--- src/common/aspc_pkg.sv ---
// audio serial port control: shared constants, register map and carrier types
// assumes a 32-bit avalon-mm master using byte addresses; one word per register
package aspc_pkg;

  // ------------------------------------------------------------
  // bus and register map
  // ------------------------------------------------------------
  localparam int ADDR_W = 8;
  localparam int DATA_W = 32;
  localparam int REG_W = 16;
  // register index; byte address is four times the index
  localparam logic [5:0] IDX_CHAN_SRC = 6'h18;
  localparam logic [5:0] IDX_FMT_SLOT = 6'h19;
  localparam logic [5:0] IDX_BIT_DIV = 6'h1A;
  localparam logic [5:0] IDX_FRAME_CTL = 6'h1B;
  localparam logic [5:0] IDX_STATUS = 6'h1C;

  localparam logic [15:0] RST_CHAN_SRC = 16'h0050;
  localparam logic [15:0] RST_FMT_SLOT = 16'h000A;
  localparam logic [15:0] RST_BIT_DIV = 16'h0004;
  localparam logic [15:0] RST_FRAME_CTL = 16'h0040;

  // ------------------------------------------------------------
  // field positions
  // ------------------------------------------------------------
  localparam int POS_TXL_SRC = 7;
  localparam int POS_TXR_SRC = 6;
  localparam int POS_RXL_SRC = 5;
  localparam int POS_RXR_SRC = 4;
  localparam int POS_RX_TDM = 13;
  localparam int POS_RX_SLOT = 12;
  localparam int POS_TX_TDM = 11;
  localparam int POS_TX_SLOT = 10;
  localparam int POS_HIGHZ = 8;
  localparam int POS_BIT_INV = 7;
  localparam int POS_BIT_DIR = 6;
  localparam int POS_FRAME_INV = 4;
  localparam int POS_WL = 2;
  localparam int POS_FMT = 0;
  localparam int POS_DIV = 0;
  localparam int POS_FRAME_DIR = 11;
  localparam int POS_RATE = 0;
  localparam int POS_ST_RUN = 0;
  localparam int POS_ST_FRAME = 1;
  localparam int POS_ST_RIGHT = 2;

  // ------------------------------------------------------------
  // serial timing
  // ------------------------------------------------------------
  localparam int SAMPLE_BITS = 24;
  localparam logic [5:0] SAMPLE_BITS6 = 6'h18;
  localparam logic [5:0] WL_16 = 6'h10;
  localparam logic [5:0] WL_20 = 6'h14;
  localparam logic [5:0] WL_24 = 6'h18;
  localparam logic [5:0] WL_32 = 6'h20;
  localparam int START_LJ = 1;
  localparam int START_I2S = 2;
  localparam int START_DSP_A = 2;
  localparam int START_DSP_B = 1;
  localparam logic [10:0] FRAME_RATE_MIN = 11'h008;
  localparam logic [10:0] POS_FIRST = 11'h001;
  // divider works in quarter units of the system clock period
  localparam logic [8:0] DIV_STEP = 9'h004;
  localparam logic [4:0] DIV_CODE_MAX = 5'h14;

  typedef enum logic [1:0] {
    FMT_RJ = 2'h0,
    FMT_LJ = 2'h1,
    FMT_I2S = 2'h2,
    FMT_DSP = 2'h3
  } aspc_fmt_type;

  typedef struct packed {
    logic [23:0] left;
    logic [23:0] right;
  } aspc_pair_type;

  typedef struct packed {
    logic active;
    logic isRight;
    logic [5:0] bitIdx;
  } aspc_slot_type;

endpackage

--- src/hw/aspc_top.sv ---
// audio serial port control: registers, clock generation and serial engine
// assumes clk is the system clock; serial pins are asynchronous to it
//
// Our own choice: the Avalon-MM register port.
`timescale 1ns/1ns
`default_nettype none
module aspc_top
  import aspc_pkg::*;
(
  // clock and reset
  input wire logic clk,
  input wire logic rst_b,
  // avalon-mm slave
  input wire logic [ADDR_W-1:0] avs_address,
  input wire logic avs_read,
  input wire logic avs_write,
  input wire logic [3:0] avs_byteenable,
  input wire logic [DATA_W-1:0] avs_writedata,
  output logic [DATA_W-1:0] avs_readdata,
  output logic avs_waitrequest,
  // audio paths
  input wire logic micEnable,
  input wire logic dacEnable,
  input wire aspc_pair_type micSample,
  output aspc_pair_type dacSample,
  output logic dacSampleValid,
  // serial port pins
  input wire logic bitClkIn,
  output logic bitClkOut,
  output logic bitClkOe,
  input wire logic frameClkIn,
  output logic frameClkOut,
  output logic frameClkOe,
  input wire logic serialDataIn,
  output logic serialDataOut,
  output logic serialDataOe
);

  // ------------------------------------------------------------
  // helpers
  // ------------------------------------------------------------
  function automatic logic [15:0] mergeWrite(input logic [15:0] old,
                                             input logic [DATA_W-1:0] wd,
                                             input logic [3:0] be);
    logic [15:0] v;
    v = old;
    if (be[0]) begin
      v[7:0] = wd[7:0];
    end
    if (be[1]) begin
      v[15:8] = wd[15:8];
    end
    return v;
  endfunction

  // position of a bit period inside a half (or a dsp frame) mapped onto a word slot
  function automatic aspc_slot_type slotInfo(input logic [10:0] pos,
                                             input logic [10:0] halfLen,
                                             input aspc_fmt_type fmt,
                                             input logic [5:0] wl,
                                             input logic tdm,
                                             input logic sel,
                                             input logic modeB,
                                             input logic rightHalf);
    int span;
    int start;
    int idx;
    aspc_slot_type s;
    span = (fmt == FMT_DSP) ? 2 * int'(wl) : int'(wl);
    case (fmt)
      FMT_RJ: start = int'(halfLen) - (tdm ? 2 * span : span) + 1;
      FMT_LJ: start = START_LJ;
      FMT_I2S: start = START_I2S;
      default: start = modeB ? START_DSP_B : START_DSP_A;
    endcase
    idx = int'(pos) - start - ((tdm && sel) ? span : 0);
    s.active = (idx >= 0) && (idx < span);
    s.isRight = (fmt == FMT_DSP) ? (idx >= int'(wl)) : rightHalf;
    s.bitIdx = (idx >= int'(wl)) ? 6'(idx - int'(wl)) : 6'(idx);
    return s;
  endfunction

  // ------------------------------------------------------------
  // registers and bus
  // ------------------------------------------------------------
  logic [15:0] chanSrc_ff, fmtSlot_ff, bitDiv_ff, frameCtl_ff;
  logic waitReq_ff;
  logic [DATA_W-1:0] readData_ff;
  logic [5:0] regIdx;
  logic wrCommit;
  logic [15:0] rdMux;
  logic [15:0] statusWord;

  assign regIdx = avs_address[ADDR_W-1:2];
  assign wrCommit = avs_write && !waitReq_ff;

  always_ff @(posedge clk or negedge rst_b) begin
    if (!rst_b) begin
      chanSrc_ff <= RST_CHAN_SRC;
      fmtSlot_ff <= RST_FMT_SLOT;
      bitDiv_ff <= RST_BIT_DIV;
      frameCtl_ff <= RST_FRAME_CTL;
    end else if (wrCommit) begin
      case (regIdx)
        IDX_CHAN_SRC: chanSrc_ff <= mergeWrite(chanSrc_ff, avs_writedata, avs_byteenable);
        IDX_FMT_SLOT: fmtSlot_ff <= mergeWrite(fmtSlot_ff, avs_writedata, avs_byteenable);
        IDX_BIT_DIV: bitDiv_ff <= mergeWrite(bitDiv_ff, avs_writedata, avs_byteenable);
        IDX_FRAME_CTL: frameCtl_ff <= mergeWrite(frameCtl_ff, avs_writedata, avs_byteenable);
        default: ;
      endcase
    end
  end

  // one wait cycle, then a single low cycle that completes the transfer
  always_ff @(posedge clk or negedge rst_b) begin
    if (!rst_b) begin
      waitReq_ff <= 1'b1;
    end else begin
      waitReq_ff <= !((avs_read || avs_write) && waitReq_ff);
    end
  end

  always_comb begin
    case (regIdx)
      IDX_CHAN_SRC: rdMux = chanSrc_ff;
      IDX_FMT_SLOT: rdMux = fmtSlot_ff;
      IDX_BIT_DIV: rdMux = bitDiv_ff;
      IDX_FRAME_CTL: rdMux = frameCtl_ff;
      IDX_STATUS: rdMux = statusWord;
      default: rdMux = 16'h0000;
    endcase
  end

  always_ff @(posedge clk or negedge rst_b) begin
    if (!rst_b) begin
      readData_ff <= 32'h00000000;
    end else if (avs_read && waitReq_ff) begin
      readData_ff <= {16'h0000, rdMux};
    end
  end

  assign avs_waitrequest = waitReq_ff;
  assign avs_readdata = readData_ff;

  // ------------------------------------------------------------
  // field decode
  // ------------------------------------------------------------
  aspc_fmt_type fmt;
  logic [5:0] wlBits;
  logic bitInv, frameInv, bitDir, frameDir, highZ;
  logic rxTdm, rxSel, txTdm, txSel;
  logic runClocks, leftLevel;
  logic [10:0] frameRate;

  assign fmt = aspc_fmt_type'(fmtSlot_ff[POS_FMT +: 2]);
  always_comb begin
    case (fmtSlot_ff[POS_WL +: 2])
      2'h0: wlBits = WL_16;
      2'h1: wlBits = WL_20;
      2'h2: wlBits = WL_24;
      default: wlBits = WL_32;
    endcase
  end
  assign bitInv = fmtSlot_ff[POS_BIT_INV];
  assign frameInv = fmtSlot_ff[POS_FRAME_INV];
  assign bitDir = fmtSlot_ff[POS_BIT_DIR];
  assign frameDir = frameCtl_ff[POS_FRAME_DIR];
  assign highZ = fmtSlot_ff[POS_HIGHZ];
  assign rxTdm = fmtSlot_ff[POS_RX_TDM];
  assign rxSel = fmtSlot_ff[POS_RX_SLOT];
  assign txTdm = fmtSlot_ff[POS_TX_TDM];
  assign txSel = fmtSlot_ff[POS_TX_SLOT];
  assign runClocks = micEnable || dacEnable;
  // left half level: high for the justified formats, low for i2s and dsp; frameInv inverts it
  assign leftLevel = ((fmt == FMT_LJ) || (fmt == FMT_RJ)) ^ frameInv;
  assign frameRate = (frameCtl_ff[POS_RATE +: 11] < FRAME_RATE_MIN) ?
                     FRAME_RATE_MIN : frameCtl_ff[POS_RATE +: 11];

  // ------------------------------------------------------------
  // pin synchronisers: bit clock, frame clock, data
  // ------------------------------------------------------------
  logic [2:0] pinMeta_ff, pinSync_ff;

  always_ff @(posedge clk or negedge rst_b) begin
    if (!rst_b) begin
      pinMeta_ff <= 3'h0;
      pinSync_ff <= 3'h0;
    end else begin
      pinMeta_ff <= {serialDataIn, frameClkIn, bitClkIn};
      pinSync_ff <= pinMeta_ff;
    end
  end

  // ------------------------------------------------------------
  // master bit clock divider
  // ------------------------------------------------------------
  logic [7:0] divHalves;
  logic [8:0] divAcc_ff, divSum;
  logic bitClkGen_ff;

  // twice the divisor; codes past the table fall back to the default
  always_comb begin
    case (bitDiv_ff[POS_DIV +: 5])
      5'h00: divHalves = 8'h02;
      5'h01: divHalves = 8'h03;
      5'h02: divHalves = 8'h04;
      5'h03: divHalves = 8'h06;
      5'h05: divHalves = 8'h0A;
      5'h06: divHalves = 8'h0B;
      5'h07: divHalves = 8'h0C;
      5'h08: divHalves = 8'h10;
      5'h09: divHalves = 8'h14;
      5'h0A: divHalves = 8'h16;
      5'h0B: divHalves = 8'h18;
      5'h0C: divHalves = 8'h20;
      5'h0D: divHalves = 8'h28;
      5'h0E: divHalves = 8'h2C;
      5'h0F: divHalves = 8'h30;
      5'h10: divHalves = 8'h32;
      5'h11: divHalves = 8'h3C;
      5'h12: divHalves = 8'h40;
      5'h13: divHalves = 8'h58;
      DIV_CODE_MAX: divHalves = 8'h60;
      default: divHalves = 8'h08;
    endcase
  end

  assign divSum = divAcc_ff + DIV_STEP;

  // fractional divisors alternate half periods; below 2 it saturates at clk/2
  always_ff @(posedge clk or negedge rst_b) begin
    if (!rst_b) begin
      divAcc_ff <= 9'h000;
      bitClkGen_ff <= 1'b0;
    end else if (!runClocks) begin
      divAcc_ff <= 9'h000;
      bitClkGen_ff <= 1'b0;
    end else if (divSum >= {1'b0, divHalves}) begin
      bitClkGen_ff <= !bitClkGen_ff;
      divAcc_ff <= (divSum >= {divHalves, 1'b0}) ? 9'h000 : divSum - {1'b0, divHalves};
    end else begin
      divAcc_ff <= divSum;
    end
  end

  // ------------------------------------------------------------
  // bit clock edges and master frame clock
  // ------------------------------------------------------------
  logic bitClkEff, bitClkPrev_ff, bitRise, bitFall;
  logic [10:0] frameCnt_ff, nxtFrameCnt;
  logic frameGen_ff, frameSrc;

  // mixed mode: the frame divider counts whichever bit clock is in use
  assign bitClkEff = (bitDir ? bitClkGen_ff : pinSync_ff[0]) ^ bitInv;
  assign bitRise = bitClkEff && !bitClkPrev_ff;
  assign bitFall = !bitClkEff && bitClkPrev_ff;
  assign nxtFrameCnt = (frameCnt_ff >= frameRate - 11'h001) ? 11'h000 : frameCnt_ff + 11'h001;

  always_ff @(posedge clk or negedge rst_b) begin
    if (!rst_b) begin
      bitClkPrev_ff <= 1'b0;
    end else begin
      bitClkPrev_ff <= bitClkEff;
    end
  end

  always_ff @(posedge clk or negedge rst_b) begin
    if (!rst_b) begin
      frameCnt_ff <= 11'h000;
      frameGen_ff <= 1'b0;
    end else if (!runClocks) begin
      frameCnt_ff <= 11'h000;
      frameGen_ff <= 1'b0;
    end else if (bitFall) begin
      frameCnt_ff <= nxtFrameCnt;
      if (fmt == FMT_DSP) begin
        frameGen_ff <= (nxtFrameCnt == 11'h000);
      end else begin
        frameGen_ff <= (nxtFrameCnt < (frameRate >> 1)) ? leftLevel : !leftLevel;
      end
    end
  end

  assign frameSrc = frameDir ? frameGen_ff : pinSync_ff[1];

  // ------------------------------------------------------------
  // frame position tracking
  // ------------------------------------------------------------
  logic frameLast_ff, rightHalf_ff, newHalf, rightNow;
  logic [10:0] posCnt_ff, halfLen_ff, nxtPos;
  aspc_slot_type rxInfo, txInfo;

  assign newHalf = (fmt == FMT_DSP) ? (frameSrc && !frameLast_ff) : (frameSrc != frameLast_ff);
  assign nxtPos = newHalf ? POS_FIRST : ((posCnt_ff == 11'h7FF) ? posCnt_ff : posCnt_ff + 11'h001);
  assign rightNow = frameSrc != leftLevel;

  always_ff @(posedge clk or negedge rst_b) begin
    if (!rst_b) begin
      frameLast_ff <= 1'b0;
      posCnt_ff <= 11'h000;
      halfLen_ff <= 11'h000;
      rightHalf_ff <= 1'b0;
    end else if (bitRise) begin
      frameLast_ff <= frameSrc;
      posCnt_ff <= nxtPos;
      rightHalf_ff <= rightNow;
      if (newHalf) begin
        halfLen_ff <= posCnt_ff;
      end
    end
  end

  assign rxInfo = slotInfo(nxtPos, halfLen_ff, fmt, wlBits, rxTdm, rxSel, frameInv,
                           rightNow);
  assign txInfo = slotInfo(nxtPos, halfLen_ff, fmt, wlBits, txTdm, txSel, frameInv,
                           rightNow);

  // ------------------------------------------------------------
  // receive path
  // ------------------------------------------------------------
  logic [23:0] rxShift_ff, rxLeft_ff, rxWord, rxFull;
  logic rxLast;
  aspc_pair_type dacSample_ff;
  logic dacValid_ff;

  assign rxLast = rxInfo.bitIdx == wlBits - 6'h01;
  assign rxFull = (wlBits == WL_32) ? rxShift_ff : {rxShift_ff[22:0], pinSync_ff[2]};
  assign rxWord = (wlBits >= WL_24) ? rxFull : rxFull << (SAMPLE_BITS6 - wlBits);

  always_ff @(posedge clk or negedge rst_b) begin
    if (!rst_b) begin
      rxShift_ff <= 24'h000000;
      rxLeft_ff <= 24'h000000;
      dacSample_ff <= '0;
      dacValid_ff <= 1'b0;
    end else begin
      dacValid_ff <= 1'b0;
      if (bitRise && rxInfo.active) begin
        if (rxInfo.bitIdx < SAMPLE_BITS6) begin
          rxShift_ff <= {rxShift_ff[22:0], pinSync_ff[2]};
        end
        if (rxLast && !rxInfo.isRight) begin
          rxLeft_ff <= rxWord;
        end
        if (rxLast && rxInfo.isRight) begin
          dacSample_ff.left <= chanSrc_ff[POS_RXL_SRC] ? rxWord : rxLeft_ff;
          dacSample_ff.right <= chanSrc_ff[POS_RXR_SRC] ? rxWord : rxLeft_ff;
          dacValid_ff <= 1'b1;
        end
      end
    end
  end

  assign dacSample = dacSample_ff;
  assign dacSampleValid = dacValid_ff;

  // ------------------------------------------------------------
  // transmit path
  // ------------------------------------------------------------
  aspc_pair_type txPair_ff, txRouted;
  logic txLatch, txOeRaw_ff, txData_ff;
  logic [23:0] txWord;

  assign txRouted.left = chanSrc_ff[POS_TXL_SRC] ? micSample.right : micSample.left;
  assign txRouted.right = chanSrc_ff[POS_TXR_SRC] ? micSample.right : micSample.left;
  // a new frame may start on the very fall that carries its msb
  assign txLatch = newHalf && ((fmt == FMT_DSP) || !rightNow);
  always_comb begin
    if (txInfo.isRight) begin
      txWord = txLatch ? txRouted.right : txPair_ff.right;
    end else begin
      txWord = txLatch ? txRouted.left : txPair_ff.left;
    end
  end

  always_ff @(posedge clk or negedge rst_b) begin
    if (!rst_b) begin
      txPair_ff <= '0;
      txOeRaw_ff <= 1'b0;
      txData_ff <= 1'b0;
    end else if (bitFall) begin
      if (txLatch) begin
        txPair_ff <= txRouted;
      end
      if (txInfo.active && (txInfo.bitIdx < SAMPLE_BITS6)) begin
        txOeRaw_ff <= 1'b1;
        txData_ff <= txWord[5'(SAMPLE_BITS - 1) - 5'(txInfo.bitIdx)];
      end else begin
        txOeRaw_ff <= !txTdm && !txInfo.active;
        txData_ff <= 1'b0;
      end
    end
  end

  // ------------------------------------------------------------
  // pin drivers
  // ------------------------------------------------------------
  logic bitOe_ff, frameOe_ff, dataOe_ff;

  always_ff @(posedge clk or negedge rst_b) begin
    if (!rst_b) begin
      bitOe_ff <= 1'b0;
      frameOe_ff <= 1'b0;
      dataOe_ff <= 1'b0;
    end else begin
      bitOe_ff <= bitDir && !highZ;
      frameOe_ff <= frameDir && !highZ;
      dataOe_ff <= txOeRaw_ff && !highZ;
    end
  end

  assign bitClkOut = bitClkGen_ff;
  assign bitClkOe = bitOe_ff;
  assign frameClkOut = frameGen_ff;
  assign frameClkOe = frameOe_ff;
  assign serialDataOut = txData_ff;
  assign serialDataOe = dataOe_ff;

  assign statusWord = {13'h0000, rightHalf_ff, frameSrc, runClocks};

  // ------------------------------------------------------------
  // assertions
  // ------------------------------------------------------------
  property p_highz_release;
    @(posedge clk) disable iff (!rst_b)
    highZ |=> !bitClkOe && !frameClkOe && !serialDataOe;
  endproperty
  a_highz_release: assert property (p_highz_release)
    else $error("port pin driven while high impedance bit set");

  property p_bit_dir;
    @(posedge clk) disable iff (!rst_b)
    (!highZ && $changed(bitDir)) |=> (bitClkOe == $past(bitDir));
  endproperty
  a_bit_dir: assert property (p_bit_dir)
    else $error("bit clock enable does not follow its direction bit");

  property p_frame_dir;
    @(posedge clk) disable iff (!rst_b)
    (!highZ && frameDir && !bitDir) |=> frameClkOe && !bitClkOe;
  endproperty
  a_frame_dir: assert property (p_frame_dir)
    else $error("frame clock enable not independent of bit clock");

  property p_clocks_idle;
    @(posedge clk) disable iff (!rst_b)
    !runClocks [*3] |-> !bitClkOut && !frameClkOut && $stable(bitClkOut);
  endproperty
  a_clocks_idle: assert property (p_clocks_idle)
    else $error("master clocks run with all channels disabled");

  property p_div_default;
    @(posedge clk) disable iff (!rst_b)
    (runClocks && bitDiv_ff[POS_DIV +: 5] == RST_BIT_DIV[4:0] && $changed(bitClkGen_ff)
      && $stable(bitDiv_ff)) ##1 runClocks |-> $stable(bitClkGen_ff) ##1 $changed(bitClkGen_ff);
  endproperty
  a_div_default: assert property (p_div_default)
    else $error("default divider half period is not two clocks");

  property p_frame_wrap;
    @(posedge clk) disable iff (!rst_b)
    (runClocks && bitFall && frameCnt_ff == frameRate - 11'h001) |=> frameCnt_ff == 11'h000;
  endproperty
  a_frame_wrap: assert property (p_frame_wrap)
    else $error("frame counter does not wrap at the rate value");

  property p_tdm_release;
    @(posedge clk) disable iff (!rst_b)
    (bitFall && txTdm && !txInfo.active) |=> !txOeRaw_ff ##1 !serialDataOe;
  endproperty
  a_tdm_release: assert property (p_tdm_release)
    else $error("data pin driven outside own slot");

  property p_low_bits_undriven;
    @(posedge clk) disable iff (!rst_b)
    (bitFall && txInfo.active && txInfo.bitIdx >= SAMPLE_BITS6) |=> ##1 !serialDataOe;
  endproperty
  a_low_bits_undriven: assert property (p_low_bits_undriven)
    else $error("padding bit of a 32-bit word was driven");

  property p_rx_route;
    @(posedge clk) disable iff (!rst_b)
    (bitRise && rxInfo.active && rxLast && rxInfo.isRight && !chanSrc_ff[POS_RXL_SRC])
      |=> dacSampleValid && dacSample.left == $past(rxLeft_ff);
  endproperty
  a_rx_route: assert property (p_rx_route)
    else $error("left converter did not get the left channel word");

endmodule
`default_nettype wire

--- config.mk ---
export PLATFORM = sky130hd
export DESIGN_NAME = aspc_top
export DESIGN_NICKNAME = d
export VERILOG_FILES = /design/src/common/aspc_pkg.sv /design/src/hw/aspc_top.sv
export SDC_FILE = /design/constraint.sdc
export NUM_CORES = 1
export LEC_CHECK = 0
export BUFFER_PORTS_ARGS = -buffer_cell sky130_fd_sc_hd__buf_2
export CAP_MARGIN = 20
export CORE_UTILIZATION = 50
export CTS_CLUSTER_SIZE = 24
export DETAILED_ROUTE_END_ITERATION = 8
export PLACE_DENSITY = 0.77
export SLEW_MARGIN = 15
export SYNTH_ARGS = -nofsm -noshare
export SYNTH_HDL_FRONTEND = slang
export SYNTH_SLANG_ARGS = --single-unit
--- constraint.sdc ---
create_clock -name clk -period 9.5 [get_ports clk]
set_input_delay 2.85 -clock clk [delete_from_list [all_inputs] [get_ports clk]]
set_output_delay 2.85 -clock clk [all_outputs]
set_load 0.005 [all_outputs]
## After elaboration in Yosys (flattened, before gate mapping)

Memories as Yosys holds them, arrays and structs flattened.
Cells that the tools add are included.
Widths: inputs -> output; s select.

| storage, ports and cells | value |
|---|---|
| flip-flop bits (word level) | 284 |
| bits of input ports | 101 |
| output and inout port bits | 88 |
| memories | 1 |
| bits in latches | 0 |
| word-level logic and storage cells | 185 |
| ROM bits | 224 |
| bits in writable memories | 0 |

| cells by class | value |
|---|---|
| equality and inequality tests | 17 |
| multipliers | 0 |
| div/mod/pow operators | 0 |
| reductions and logical operators | 51 |
| $lt $le $gt $ge | 15 |
| muxes and demuxes | 47 |
| shift-type cells | 1 |
| add/sub/neg operators | 18 |
| bitwise logic cells | 2 |

Memory list:

| name | depth | width | read ports | clocked after memory_dff | write ports | line | RTL |
|---|---|---|---|---|---|---|---|
| (name not given) | 32 | 7 | 1 | 0 | 0 | aspc_top.sv:203 | `case (bitDiv_ff[POS_DIV +: 5])` |

Operator list:

| cell | count |
|---|---|
| $mux 24 | 9 |
| $pmux 32 s3 | 2 |
| $sub 12x32->32 | 3 |
| $pmux 16 s5 | 1 |
| $mux 11 | 6 |
| $ge 32x1->1 const B | 2 |
| $ge 32x7->1 | 2 |
| $lt 32x8->1 | 2 |
| $mux 32 | 2 |
| $add 32x2->32 const B | 1 |
| $sub 32x32->32 | 1 |
| $sub 32x8->32 | 1 |
| $eq 6x5->1 const B | 5 |
| $mux 9 | 3 |
| $reduce_and 3->1 | 8 |
| $shl 24x6->24 | 1 |
| $add 11x1->11 const B | 2 |
| $logic_and 1x1->1 | 19 |
| $pmux 6 s3 | 1 |
| $mux 1 | 16 |
| $mux 7 | 2 |
| $add 12x2->13 const B | 1 |
| $logic_not 1->1 | 12 |
| $lt 6x5->1 const B | 2 |
| other kinds (31) | 47 |

## Depth between registers and ports, before layout

Gate-level depths: netlist of the first run.

| depth | value |
|---|---|
| depth in word-level cells | 15 |
| gate-level depth with buffers | 44 |
| mapped depth without buffers | 38 |

## Least setup slack after synthesis of the first run

Ideal clock, no wire load.

| timing | value |
|---|---|
| kind | reg-to-reg |
| from | reg fmtSlot_ff[3] |
| to | reg dacSample_ff, in the netlist dacSample[27] |
| clock period less this slack | 8776 ps |
| buffers on the path | 6 |
| cell stages (with the launch flop) | 40 |
| library setup time | 127 ps |
| required time | 9373 ps |
| setup slack | 724 ps |
| data arrival time | 8649 ps |
| path through | dfstp_2 > inv_1 > ha_1 > clkbuf_1 > buf_1 > clkbuf_1 > mux2i_1 > nor2_1 > a31oi_1 > ha_1 > ha_1 > nor2b_1 > o21ai_0 > nand2b_1 > a21o_1 > a21o_1 > a21o_1 > a21o_1 > [4 not listed] > or3_1 > ha_1 > clkbuf_1 > a21oi_1 > o21ai_1 > a21o_1 > a211oi_1 > nor3_1 > or4b_2 > nor4_1 > nand4_1 > o21bai_4 > mux2i_1 > xnor2_2 > nor4_1 > buf_4 > buf_6 > mux2_1 |

| between the ends | value |
|---|---|
| longest elaborated chain between the ends | 14 |
| elaborated cells between the ends (all ways) | 31 |
| those cells by class | 7 x add/sub; 4 x order compare; 4 x eq/ne; 1 x shift; 10 x mux; 5 x reduce/logical |

Ends and longest elaborated chain:

| item | line | RTL |
|---|---|---|
| start, declared | aspc_top.sv:86 | `logic [15:0] chanSrc_ff, fmtSlot_ff, bitDiv_ff, frameCtl_ff;` |
| start signal, assigned | aspc_top.sv:106 | `IDX_FMT_SLOT: fmtSlot_ff <= mergeWrite(fmtSlot_ff, avs_writedata, avs_byteenable);` |
| $eq 2x2->1, or another cell as far along | aspc_top.sv:157 | `case (fmtSlot_ff[POS_WL +: 2])` |
| $pmux 6 s3 * | aspc_top.sv:157 |  |
| $mux 7 | aspc_top.sv:69 | `span = (fmt == FMT_DSP) ? 2 * int'(wl) : int'(wl);` |
| $mux 32 | aspc_top.sv:71 | `FMT_RJ: start = int'(halfLen) - (tdm ? 2 * span : span) + 1;` |
| $sub 12x32->32 | aspc_top.sv:71 |  |
| $add 32x2->32 | aspc_top.sv:71 |  |
| $pmux 32 s3 | aspc_top.sv:70 | `case (fmt)` |
| $sub 12x32->32 | aspc_top.sv:76 | `idx = int'(pos) - start - ((tdm && sel) ? span : 0);` |
| $sub 32x32->32 | aspc_top.sv:76 |  |
| $ge 32x7->1 / $sub 6x6->6 (equally long branches) | aspc_top.sv:78, aspc_top.sv:79 |  |
| $mux 6 | aspc_top.sv:79 | `s.bitIdx = (idx >= int'(wl)) ? 6'(idx - int'(wl)) : 6'(idx);` |
| $eq 6x6->1 | aspc_top.sv:326 | `assign rxLast = rxInfo.bitIdx == wlBits - 6'h01;` |
| $logic_and 1x1->1 | aspc_top.sv:345 | `if (rxLast && rxInfo.isRight) begin` |
| $reduce_and 2->1 (no source line) | n/a |  |
| end, declared | aspc_top.sv:323 | `aspc_pair_type dacSample_ff;` |

Mark *: on every way between the ends. The rest lies on a longest branch, timed or not.
A chain may end at the register's enable or synchronous reset.

## Worst setup path in the final report of the first run

| timing | value |
|---|---|
| from | reg fmtSlot_ff[3] |
| to | reg rxLeft_ff[23] |

| between the ends | value |
|---|---|
| longest elaborated chain between the ends | 14 |
| elaborated cells between the ends (all ways) | 31 |
| those cells by class | 7 x add/sub; 4 x order compare; 4 x eq/ne; 1 x shift; 9 x mux; 6 x reduce/logical |

Ends and longest elaborated chain:

| item | line | RTL |
|---|---|---|
| $eq 2x2->1, or another cell as far along | aspc_top.sv:157 |  |
| $pmux 6 s3 * | aspc_top.sv:157 |  |
| $mux 7 | aspc_top.sv:69 |  |
| $mux 32 | aspc_top.sv:71 |  |
| $sub 12x32->32 | aspc_top.sv:71 |  |
| $add 32x2->32 | aspc_top.sv:71 |  |
| $pmux 32 s3 | aspc_top.sv:70 |  |
| $sub 12x32->32 | aspc_top.sv:76 |  |
| $sub 32x32->32 | aspc_top.sv:76 |  |
| $ge 32x7->1 / $sub 6x6->6 (equally long branches) | aspc_top.sv:78, aspc_top.sv:79 |  |
| $mux 6 / $mux 1 (equally long branches) | aspc_top.sv:79, aspc_top.sv:78 |  |
| $eq 6x6->1 / $logic_not 1->1 (equally long branches) | aspc_top.sv:326, aspc_top.sv:342 |  |
| $logic_and 1x1->1 | aspc_top.sv:342 | `if (rxLast && !rxInfo.isRight) begin` |
| $reduce_and 2->1 (no source line) | n/a |  |
| end signal, assigned | aspc_top.sv:343 | `rxLeft_ff <= rxWord;` |
| end, declared | aspc_top.sv:321 | `logic [23:0] rxShift_ff, rxLeft_ff, rxWord, rxFull;` |

Marks and branches as above.

==> metrics.md, run 1 <==
| Metric | Value |
|---|---|
| Status | `finished clean` |
| Tcrit/Tclk final | `0.938` |
| Critical Path RT | `9.90 ns` |
| # port buffers | `152` |
| Setup TNS | `0 ns` |
| Non-Filler Instances | `2892` |
| Clock buffer depth | `3` |
| Clock skew | `0.0120 ns` |
| Worst skew pair latency | `0.52 ns` |
| Asr flop ratio synth | `1.00` |
| Maximum vdd ir drop | `0.245 mV` |
| Antenna violations before repair | `3` |
| Detail Placement HPWL | `40800 um` |
| Mux contribution to synthesized area | `0.193` |
| Startpoint types | `flop` |
| Mean number of vias per cell | `6.01` |
| Yosys top cell by area | `dfrtp_1` |
| CP Class | `reg -> reg` |
| TritonRoute pass-1 iters | `5` |
| Final Setup Violations | `0` |
| Wire per inst | `19.2 um` |
| Post-Synth XOR/XNOR Area | `0.0390` |
| P_leak | `11.3 nW` |
| Post-Synth Adder-Cell Area | `0.0930` |
| Die W | `207 um` |
| Layout cell share with drive strength beyond 1 | `0.185` |
| Pin count of the biggest net entering global routing | `184` |
| Synth Area in Compound Gates | `0.148` |
| Worst slew margin | `0.290` |
| Slew Limit Fails | `0` |
| PwrDens | `281 nW/um^2` |
| Drt total wl | `55400 um` |
| Final net count | `2584` |
| Placed Instance Area | `22200 um^2` |
| Synth warn | `0` |
| Final Wtd Congestion | `1.00` |
| CP Max Fanout | `24` |
| Area Growth Syn to Fin | `11.0%` |
| Post-synth design cell area | `21100 um^2` |
| Core ar. | `41200 um^2` |
| CTS root buffer | `clkbuf_16` |
| IO Pins | `189` |
| Delay-heaviest family, CP | `compound AO/OA/AOI/OAI gates` |
| Placed cell count | `2830` |
| Clk slew on worst S/H paths | `0.06 ns` |
| Top cells by area, synth | `dfrtp_1, ha_1, mux2_2` |
| Via count | `17386` |
| Final setup margin | `0.590 ns` |
| Die ar. | `42900 um^2` |
| Largest family of logic cells by synthesized area | `multiplexers` |
| Die height | `207 um` |
| Synth Instances | `2228` |
| Max cap viols | `0` |
| Yosys top cell area share | `0.329` |
| DRC Markers | `0` |
| Ys flop type | `dfrtp_1` |
| Total gr overflow | `0` |
| CTS tree | `done` |
| CTS sink count | `284` |
| FF+latch count, synth | `284` |
| Seq/Total Area, Yosys | `0.338` |
| Min cycle time layout | `8.91 ns` |
| FMAX | `112 MHz` |
| Fin area | `23400 um^2` |
| CP bufs+invs | `3` |
| Vias in the first global route | `17451` |
| Slowest stage delay, CP | `0.64 ns` |
| Arrival time worst endpoint | `9.31 ns` |
| Cts bufs inserted | `34` |
| Worst path slowest cell | `dfstp_2` |
| HP Class | `reg -> reg` |
| Final ANT Viol Nets | `0` |
| Initial Utilization | `0.511` |
| Post-Route Utilization | `0.568` |
| Final hold slack | `0.350 ns` |
| Worst Setup End Kind | `flop` |
| First DRT Iteration DRCs | `1269` |
| First-pass GRT wire length | `91300 um` |
| Final Hold Vio Count | `0` |
| Mean area per synthesized cell | `9.45 um^2` |
| Worst slack, placed | `0.591 ns` |
| Post-synth EDFFs | `0` |
| CTS H-tree depth | `2` |
| Overall power | `6.56 mW` |
| Simple logic cell fraction of the synthesized area | `0.141` |
| Post-synthesis cell type count | `94` |
| RSZ-0062 raised after global routing | `no` |
| Worst-Margin Slew | `1.07 ns` |
| GRT Util Overall | `0.258` |
| # rows | `74` |
[what timing repair did]
item | 4_1_cts | 5_1_grt
gates resized for setup | 0 | 6
endpoints found under the setup margin | 0 | 68
setup buffers | 0 | 0
hold buffers | 0 | 0
[flip-flops by register name, summed over array words and instances, names as in the netlist, 3 cells and up]
name,count
rxShift_ff,24
frameCtl_ff,16
divAcc_ff,9
fmtSlot_ff,16
bitDiv_ff,16
halfLen_ff,11
txPair_ff,48
frameCnt_ff,11
pinSync_ff,3
pinMeta_ff,3
dacSample,48
posCnt_ff,11
chanSrc_ff,16
avs_readdata,16
rxLeft_ff,24
[path summary, 6_finish.rpt]
kind,startpoint,cells after the start,slack (ns),end
min in group asynchronous,rst_b,1,2.39,divAcc_ff[8]$_DFF_PN0_
worst max register to register,fmtSlot_ff[3]$_DFFE_PN1P_,34,0.59,rxLeft_ff[23]$_DFFE_PN0P_
worst max-delay path,fmtSlot_ff[3]$_DFFE_PN1P_,34,0.59,rxLeft_ff[23]$_DFFE_PN0P_
worst min register to register,pinMeta_ff[1]$_DFF_PN0_,0,0.35,pinSync_ff[1]$_DFF_PN0_
worst min-delay path,pinMeta_ff[1]$_DFF_PN0_,0,0.35,pinSync_ff[1]$_DFF_PN0_
max in group asynchronous,rst_b,2,5.60,chanSrc_ff[5]$_DFFE_PN0P_
[cells in the mapped netlist (7+ instances only)]
cell type    n
inv_1      112
a21o_1      38
nand4_1     12
nor4_1      14
ha_1       131
and2_1      11
xnor2_1     53
fa_1        16
buf_1       11
a21oi_1    117
clkbuf_1    79
a211o_1      8
dfstp_2      7
o21ai_0    146
o211ai_1    11
mux2_2     125
o21a_1      10
and3_1      20
o311ai_0     8
mux2i_1    110
nand2_1    225
a211oi_1    14
a31oi_1     16
dfrtp_1    277
nor2b_1     27
a22o_1      18
o21ai_1     10
or2_2        9
o21bai_1     7
o31ai_1      7
buf_4       21
buf_2        9
nor2_1     160
mux2_1      86
nand2b_1    16
nand3_1     51
or3_1       10
mux4_2      24
nor3_1      43
a22oi_1     14
and4_1       7
xor2_1      37
[cell type report]
| cell class | instances | area (um^2) |
|---|---|---|
| Clock inverter | 10 | 139 |
| Timing Repair Buffer | 181 | 1010 |
| Antenna cell | 2 | 5.00 |
| Multi-Input combinational cell | 1722 | 13000 |
| Clock buffer | 48 | 1000 |
| Inverter | 113 | 424 |
| Sequential cell | 284 | 7120 |
| Fill cell | 3500 | 17800 |
| Tap cell | 532 | 666 |
[worst register-to-register path: cells and delay by family, from the launching register on]
kind / cells / cell delay, ns
AOI/OAI and AO/OA: 13 / 2.62
adders and majority gates: 5 / 1.53
buffers and inverters: 3 / 0.57
DFF: 1 / 0.64
muxes: 3 / 0.94
and+or+nand+nor: 10 / 2.49
[metal layers]
| layer | wire length, um | global-route usage | up-vias |
|---|---|---|---|
| met5 | 13 | 0 | - |
| li1 | - | - | 8193 |
| met2 | 26600 | 0.427 | 555 |
| met4 | 1660 | 0.0916 | 2 |
| met3 | 3080 | 0.0337 | 114 |
| met1 | 24100 | 0.347 | 8522 |
[placed cells by master (no fill, tap or decap), drive strengths merged, types with 52 or more instances in the layout]
cell type,synthesis,layout
a21oi,119,119
buf,45,181
dfrtp,277,277
ha,131,131
inv,112,115
mux2,212,212
mux2i,112,112
nand2,226,226
nand3,52,52
nor2,160,160
o21ai,158,158
xnor2,55,55
[report_power, final]
group          internal (mW)  switching, mW
clock network          0.820          0.525
logic                   1.52           2.22
registers               1.36          0.112
[logic make-up after synthesis]
group / count (synthesis)
other cells: 1
mux: 348
simple gates: 631
xor+xnor: 92
fa+ha+maj: 147
compound gates: 488
buf+inv: 237
flops: 284
Note: power is estimated with default switching activity, not from simulation.
==> inputs of run 2 (changes only) <==
--- a/config.mk
+++ b/config.mk
@@ -10,7 +10,8 @@
 export CORE_UTILIZATION = 50
 export CTS_CLUSTER_SIZE = 24
 export DETAILED_ROUTE_END_ITERATION = 8
-export PLACE_DENSITY = 0.77
+export GPL_ROUTABILITY_DRIVEN = 0
+export PLACE_DENSITY = 0.72
 export SLEW_MARGIN = 15
 export SYNTH_ARGS = -nofsm -noshare
 export SYNTH_HDL_FRONTEND = slang
==> metrics.md, run 2 (synthesis results as in run 1) <==
| Metric | Value |
|---|---|
| CTS sink count | `284 (unchanged)` |
| DRC Markers | `0 (unchanged)` |
| Drt total wl | `54300 um (-2.0%)` |
| CTS root buffer | `clkbuf_16` |
| Most frequent cell on the critical path | `a21o_1` |
| Mean number of vias per cell | `5.99 (-0.41%)` |
| Worst skew pair latency | `0.54 ns (+0.02 ns)` |
| # port buffers | `152 (unchanged)` |
| Final ANT Viol Nets | `0 (unchanged)` |
| PwrDens | `282 nW/um^2 (+0.66%)` |
| Cts bufs inserted | `36 (+5.9%)` |
| Maximum vdd ir drop | `0.241 mV (-1.5%)` |
| Initial Utilization | `0.511 (unchanged)` |
| Die W | `207 um (unchanged)` |
| Die height | `207 um (unchanged)` |
| Most frequent cells in the layout | `dfrtp_1, nand2_1, nor2_1, buf_2, o21ai_0` |
| HP Class | `reg -> reg` |
| Worst slew margin | `0.286 (-0.00417)` |
| P_leak | `11.4 nW (+0.14%)` |
| Slowest stage delay, CP | `0.74 ns (+0.10 ns)` |
| CTS H-tree depth | `2 (unchanged)` |
| Delay-heaviest family, CP | `compound AO/OA/AOI/OAI gates` |
| Worst-Margin Slew | `1.07 ns (+0.00405 ns)` |
| Layout cell share with drive strength beyond 1 | `0.184 (-0.000814)` |
| FILL cells | `3509 (+0.26%)` |
| Antenna violations before repair | `3 (unchanged)` |
| First-pass GRT wire length | `89600 um (-1.9%)` |
| # rows | `74 (unchanged)` |
| Pin count of the biggest net entering global routing | `164 (-11%)` |
| Arrival time worst endpoint | `9.31 ns (about the same)` |
| Vias in the first global route | `17159 (-1.7%)` |
| Clk slew on worst S/H paths | `0.06 ns (about the same)` |
| Status | `finished clean` |
| Placed cell count | `2828 (-0.071%)` |
| CP bufs+invs | `4 (+1)` |
| Final net count | `2583 (-0.039%)` |
| Worst Setup End Kind | `flop` |
| First DRT Iteration DRCs | `1360 (+7.2%)` |
| Final Hold Vio Count | `0 (unchanged)` |
| CP Max Fanout | `48 (+100%)` |
| RSZ-0062 raised after global routing | `no` |
| Tcrit/Tclk final | `0.937 (about the same)` |
| Critical Path RT | `9.91 ns (about the same)` |
| Max cap viols | `0 (unchanged)` |
| Detail Placement HPWL | `39600 um (-2.7%)` |
| Startpoint types | `flop` |
| Slew Limit Fails | `0 (unchanged)` |
| Core ar. | `41200 um^2 (unchanged)` |
| Setup TNS | `0 ns (unchanged)` |
| Wire per inst | `18.8 um (-2.2%)` |
| FMAX | `112 MHz (about the same)` |
| GRT Util Overall | `0.253 (-0.00516)` |
| TritonRoute pass-1 iters | `7 (+2)` |
| Commonest non-fill, non-tap cell in the layout | `dfrtp_1` |
| Post-Route Utilization | `0.569 (+0.00167)` |
| Via count | `17339 (-0.27%)` |
| Overall power | `6.62 mW (+0.96%)` |
| IO Pins | `189 (unchanged)` |
| Clock buffer depth | `3 (unchanged)` |
| Hold buffers post-CTS | `0 (unchanged)` |
| CP Class | `reg -> reg` |
| Worst path slowest cell | `dfstp_2` |
| Total gr overflow | `0 (unchanged)` |
| CTS tree | `done` |
| Clock skew | `0.0232 ns (+0.0112 ns)` |
| Final Setup Violations | `0 (unchanged)` |
| Non-Filler Instances | `2896 (+0.14%)` |
| Min cycle time layout | `8.90 ns (-0.00734 ns)` |
| Area Growth Syn to Fin | `11.4%` |
| Die ar. | `42900 um^2 (unchanged)` |
## run 2: cell types whose count changed in the layout (fill, tap and decap cells not counted), sizes merged
cell | before | now
clkbuf | 48 | 53
buf | 181 | 178
clkinvlp | 0 | 2
bufinv | 3 | 4
clkinv | 5 | 6
diode | 2 | 1
inv | 115 | 114
## run 2: area by class of cell
class                   count  area [um^2]  area share
multi-input cells        1722        13000       0.555
repair buffers            178          995      0.0424
clock inverters            13          189     0.00806
well taps                 532          666      0.0284
inverters                 113          424      0.0181
diodes                      1         2.50    0.000107
clock buffers              53         1050      0.0447
flip-flops and latches    284         7120       0.303
## run 2: worst paths after layout
check                                          startpoint                   endpoint  slack, ns  cells after the start
max in group asynchronous                           rst_b  rxLeft_ff[20]$_DFFE_PN0P_       5.61                      2
worst max-delay path            fmtSlot_ff[1]$_DFFE_PN1P_  dacSample[33]$_DFFE_PN0P_       0.60                     35
worst max register to register  fmtSlot_ff[1]$_DFFE_PN1P_  dacSample[33]$_DFFE_PN0P_       0.60                     35
min in group asynchronous                           rst_b   txPair_ff[7]$_DFFE_PN0P_       2.42                      1
worst min register to register    pinMeta_ff[1]$_DFF_PN0_    pinSync_ff[1]$_DFF_PN0_       0.35                      0
worst min-delay path              pinMeta_ff[1]$_DFF_PN0_    pinSync_ff[1]$_DFF_PN0_       0.35                      0
## run 2: stage by stage
stage	hold WS, ns	setup slack (ns)	instance area (um^2)
6_report	0.350	0.598	23500
3_3_place_gp	0.338	0.747	22200
5_1_grt	0.367	0.0794	23400
2_1_floorplan	0.331	0.724	21100
4_1_cts	0.350	0.459	23400
3_5_place_dp	0.336	0.535	22200
## run 2: what timing repair did
action                                  in CTS  in global routing
endpoints found under the setup margin       0                 96
resized for setup                            0                  3
setup buffers                                0                  1
## run 2: where the power goes
| part | internal (mW) | switching [mW] | total, mW |
|---|---|---|---|
| combinational | 1.51 | 2.23 | 3.73 |
| clock | 0.879 | 0.546 | 1.42 |
| sequential | 1.36 | 0.109 | 1.47 |
## run 2: layer usage
| metal | share of wire | up-vias | track usage | wire [um] |
|---|---|---|---|---|
| met2 | 0.47 | 588 | 0.410 | 25300 |
| met4 | 0.030 | 4 | 0.0883 | 1650 |
| li1 | - | 8215 | - | - |
| met3 | 0.058 | 121 | 0.0366 | 3130 |
| met1 | 0.45 | 8411 | 0.345 | 24200 |
| met5 | 0.00042 | - | 0 | 23 |
==> inputs of run 3 (changes only) <==
--- a/config.mk
+++ b/config.mk
@@ -7,11 +7,11 @@
 export LEC_CHECK = 0
 export BUFFER_PORTS_ARGS = -buffer_cell sky130_fd_sc_hd__buf_2
 export CAP_MARGIN = 20
-export CORE_UTILIZATION = 50
+export CORE_UTILIZATION = 66
 export CTS_CLUSTER_SIZE = 24
 export DETAILED_ROUTE_END_ITERATION = 8
 export GPL_ROUTABILITY_DRIVEN = 0
-export PLACE_DENSITY = 0.72
+export PLACE_DENSITY = 0.87
 export SLEW_MARGIN = 15
 export SYNTH_ARGS = -nofsm -noshare
 export SYNTH_HDL_FRONTEND = slang
==> constraint.sdc (replaced) <==
create_clock -name clk -period 10.55 [get_ports clk]
set_input_delay 3.165 -clock clk [delete_from_list [all_inputs] [get_ports clk]]
set_output_delay 3.165 -clock clk [all_outputs]
set_load 0.005 [all_outputs]
==> metrics.md, run 3 (synthesis results as in run 1) <==
| Metric | Value |
|---|---|
| First-pass GRT wire length | `92000 um (+2.6%)` |
| CTS sink count | `284 (unchanged)` |
| GRT Util Overall | `0.346 (+0.0928)` |
| Worst slew margin | `0.308 (+0.0222)` |
| Placed cell count | `2692 (-4.8%)` |
| CTS tree | `done` |
| FMAX | `104 MHz (-7.4%)` |
| Drt total wl | `56400 um (+3.7%)` |
| Antenna violations before repair | `4 (+1)` |
| Die height | `181 um (-13%)` |
| Cts bufs inserted | `30 (-17%)` |
| Final Hold Vio Count | `0 (unchanged)` |
| Clock power share | `0.192 (-0.023)` |
| Critical Path RT | `10.98 ns (+1.07 ns)` |
| Vias in the first global route | `18065 (+5.3%)` |
| Comb pwr share | `0.580 (+0.017)` |
| Max cap viols | `0 (unchanged)` |
| Worst-Margin Slew | `1.04 ns (-0.0333 ns)` |
| Final net count | `2571 (-0.46%)` |
| Most frequent cells in the layout | `dfrtp_1, nand2_1, nor2_1, buf_2, o21ai_0` |
| Sw power | `2.56 mW (-11%)` |
| Initial Utilization | `0.669 (+0.158)` |
| Hold buffers post-CTS | `0 (unchanged)` |
| First DRT Iteration DRCs | `1898 (+40%)` |
| Switching part of the total power | `0.442 (+0.00671)` |
| Clk slew on worst S/H paths | `0.06 ns (about the same)` |
| CTS root buffer | `clkbuf_16` |
| Overall power | `5.81 mW (-12%)` |
| TritonRoute pass-1 iters | `8 (+1)` |
| IO Pins | `189 (unchanged)` |
| DRC Markers | `0 (unchanged)` |
| HP Class | `reg -> reg` |
| Post-CTS setup buffer count | `0 (unchanged)` |
| RSZ-0062 raised after global routing | `no` |
| Layout cell share with drive strength beyond 1 | `0.180 (-0.00428)` |
| Sequential power share | `0.228 (+0.007)` |
| WHS Path Cells | `0 (unchanged)` |
| Area Growth Syn to Fin | `9.30%` |
| Clock skew | `0.0291 ns (+0.00590 ns)` |
| Die ar. | `32600 um^2 (-24%)` |
| Maximum vdd ir drop | `0.187 mV (-23%)` |
| Clock buffer depth | `3 (unchanged)` |
| Total gr overflow | `0 (unchanged)` |
| # rows | `65 (-12%)` |
| PwrDens | `252 nW/um^2 (-11%)` |
| Wire per inst | `20.5 um (+9.2%)` |
| Worst Setup End Kind | `flop` |
| CTS resizes | `0 (unchanged)` |
| Setup TNS | `0 ns (unchanged)` |
| CTS H-tree depth | `1 (-1)` |
| Core ar. | `31500 um^2 (-24%)` |
| Status | `finished clean` |
| Tcrit/Tclk final | `0.912 (-0.0255)` |
| Most frequent cell on the critical path | `a21o_1` |
| Min cycle time layout | `9.62 ns (+0.715 ns)` |
| Mean number of vias per cell | `6.61 (+10%)` |
| Worst path slowest cell | `mux2i_1` |
| Non-Filler Instances | `2752 (-5.0%)` |
| CP Class | `reg -> reg` |
| Commonest non-fill, non-tap cell in the layout | `dfrtp_1` |
| Final Setup Violations | `0 (unchanged)` |
| P_leak | `11.2 nW (-1.1%)` |
| Via count | `18183 (+4.9%)` |
| Int Pwr | `3.24 mW (-13%)` |
| Arrival time worst endpoint | `10.05 ns (+0.74 ns)` |
| Detail Placement HPWL | `39300 um (-0.95%)` |
| Startpoint types | `flop` |
| Final ANT Viol Nets | `0 (unchanged)` |
| # port buffers | `152 (unchanged)` |
| Slew Limit Fails | `0 (unchanged)` |
| Die W | `181 um (-13%)` |
| CP Max Fanout | `48 (unchanged)` |
| Slowest stage delay, CP | `0.65 ns (-0.09 ns)` |
| Cells on worst reg2reg path | `33 (-5.7%)` |
| Worst skew pair latency | `0.58 ns (+0.04 ns)` |
| Pin count of the biggest net entering global routing | `97 (-41%)` |
## run 3: cell count changes in the layout (fill, tap and decap cells not counted), sizes merged
cell | previous run | this run
buf | 178 | 172
bufinv | 4 | 3
clkbuf | 53 | 45
diode | 1 | 3
inv | 114 | 113
## run 3: power groups by stage
stage	sequential [mW]	combinational [mW]	clock, mW
floorplan	1.30	2.54	0
global placement	1.33	3.12	0
detailed placement	1.34	3.25	0
CTS	1.32	3.29	1.12
global route	1.34	3.70	1.17
finish	1.32	3.37	1.12
## run 3: layout make-up
| cell class | instances | area [um^2] |
|---|---|---|
| Multi-Input combinational cell | 1722 | 13000 |
| Fill cell | 2076 | 8460 |
| Sequential cell | 284 | 7120 |
| Timing Repair Buffer | 172 | 918 |
| Clock buffer | 45 | 898 |
| Tap cell | 402 | 503 |
| Inverter | 113 | 424 |
| Clock inverter | 11 | 143 |
| Antenna cell | 3 | 7.51 |
## run 3: final timing paths
| check | from | to | slack (ns) |
|---|---|---|---|
| max | fmtSlot_ff[2]$_DFFE_PN0P_ | dacSample[0]$_DFFE_PN0P_ | 0.93 |
| min | pinMeta_ff[1]$_DFF_PN0_ | pinSync_ff[1]$_DFF_PN0_ | 0.34 |
| max reg2reg | fmtSlot_ff[2]$_DFFE_PN0P_ | dacSample[0]$_DFFE_PN0P_ | 0.93 |
| min reg2reg | pinMeta_ff[1]$_DFF_PN0_ | pinSync_ff[1]$_DFF_PN0_ | 0.34 |
| max in group asynchronous | rst_b | bitDiv_ff[12]$_DFFE_PN0P_ | 6.46 |
| min in group asynchronous | rst_b | txPair_ff[0]$_DFFE_PN0P_ | 2.60 |
## run 3: per-layer routing
metal	track usage	up-vias	routed length, um
met5	0	-	0
met4	0.169	0	2570
met3	0.0558	213	4870
met2	0.574	1062	27000
met1	0.440	8715	21900
li1	-	8193	-
## run 3: stage by stage
step | utilization | hold slack [ns] | cell area [um^2] | setup slack, ns
2_1_floorplan | - | 0.331 | 21100 | 1.77
3_3_place_gp | 0.698 | 0.333 | 22000 | 1.41
3_5_place_dp | 0.698 | 0.336 | 22000 | 1.22
4_1_cts | 0.731 | 0.348 | 23000 | 1.10
5_1_grt | 0.731 | 0.355 | 23000 | 0.265
6_report | 0.731 | 0.344 | 23000 | 0.933
## run 3: worst max-delay path: cells and delay by family, from the launching register on
| kind | cells | cell delay [ns] |
|---|---|---|
| flip-flops | 1 | 0.58 |
| buffers and inverters | 3 | 0.82 |
| adder cells (fa/ha/maj) | 4 | 1.25 |
| AND/OR/NAND/NOR | 10 | 2.59 |
| AO/OA/AOI/OAI | 13 | 2.79 |
| multiplexers | 3 | 1.36 |
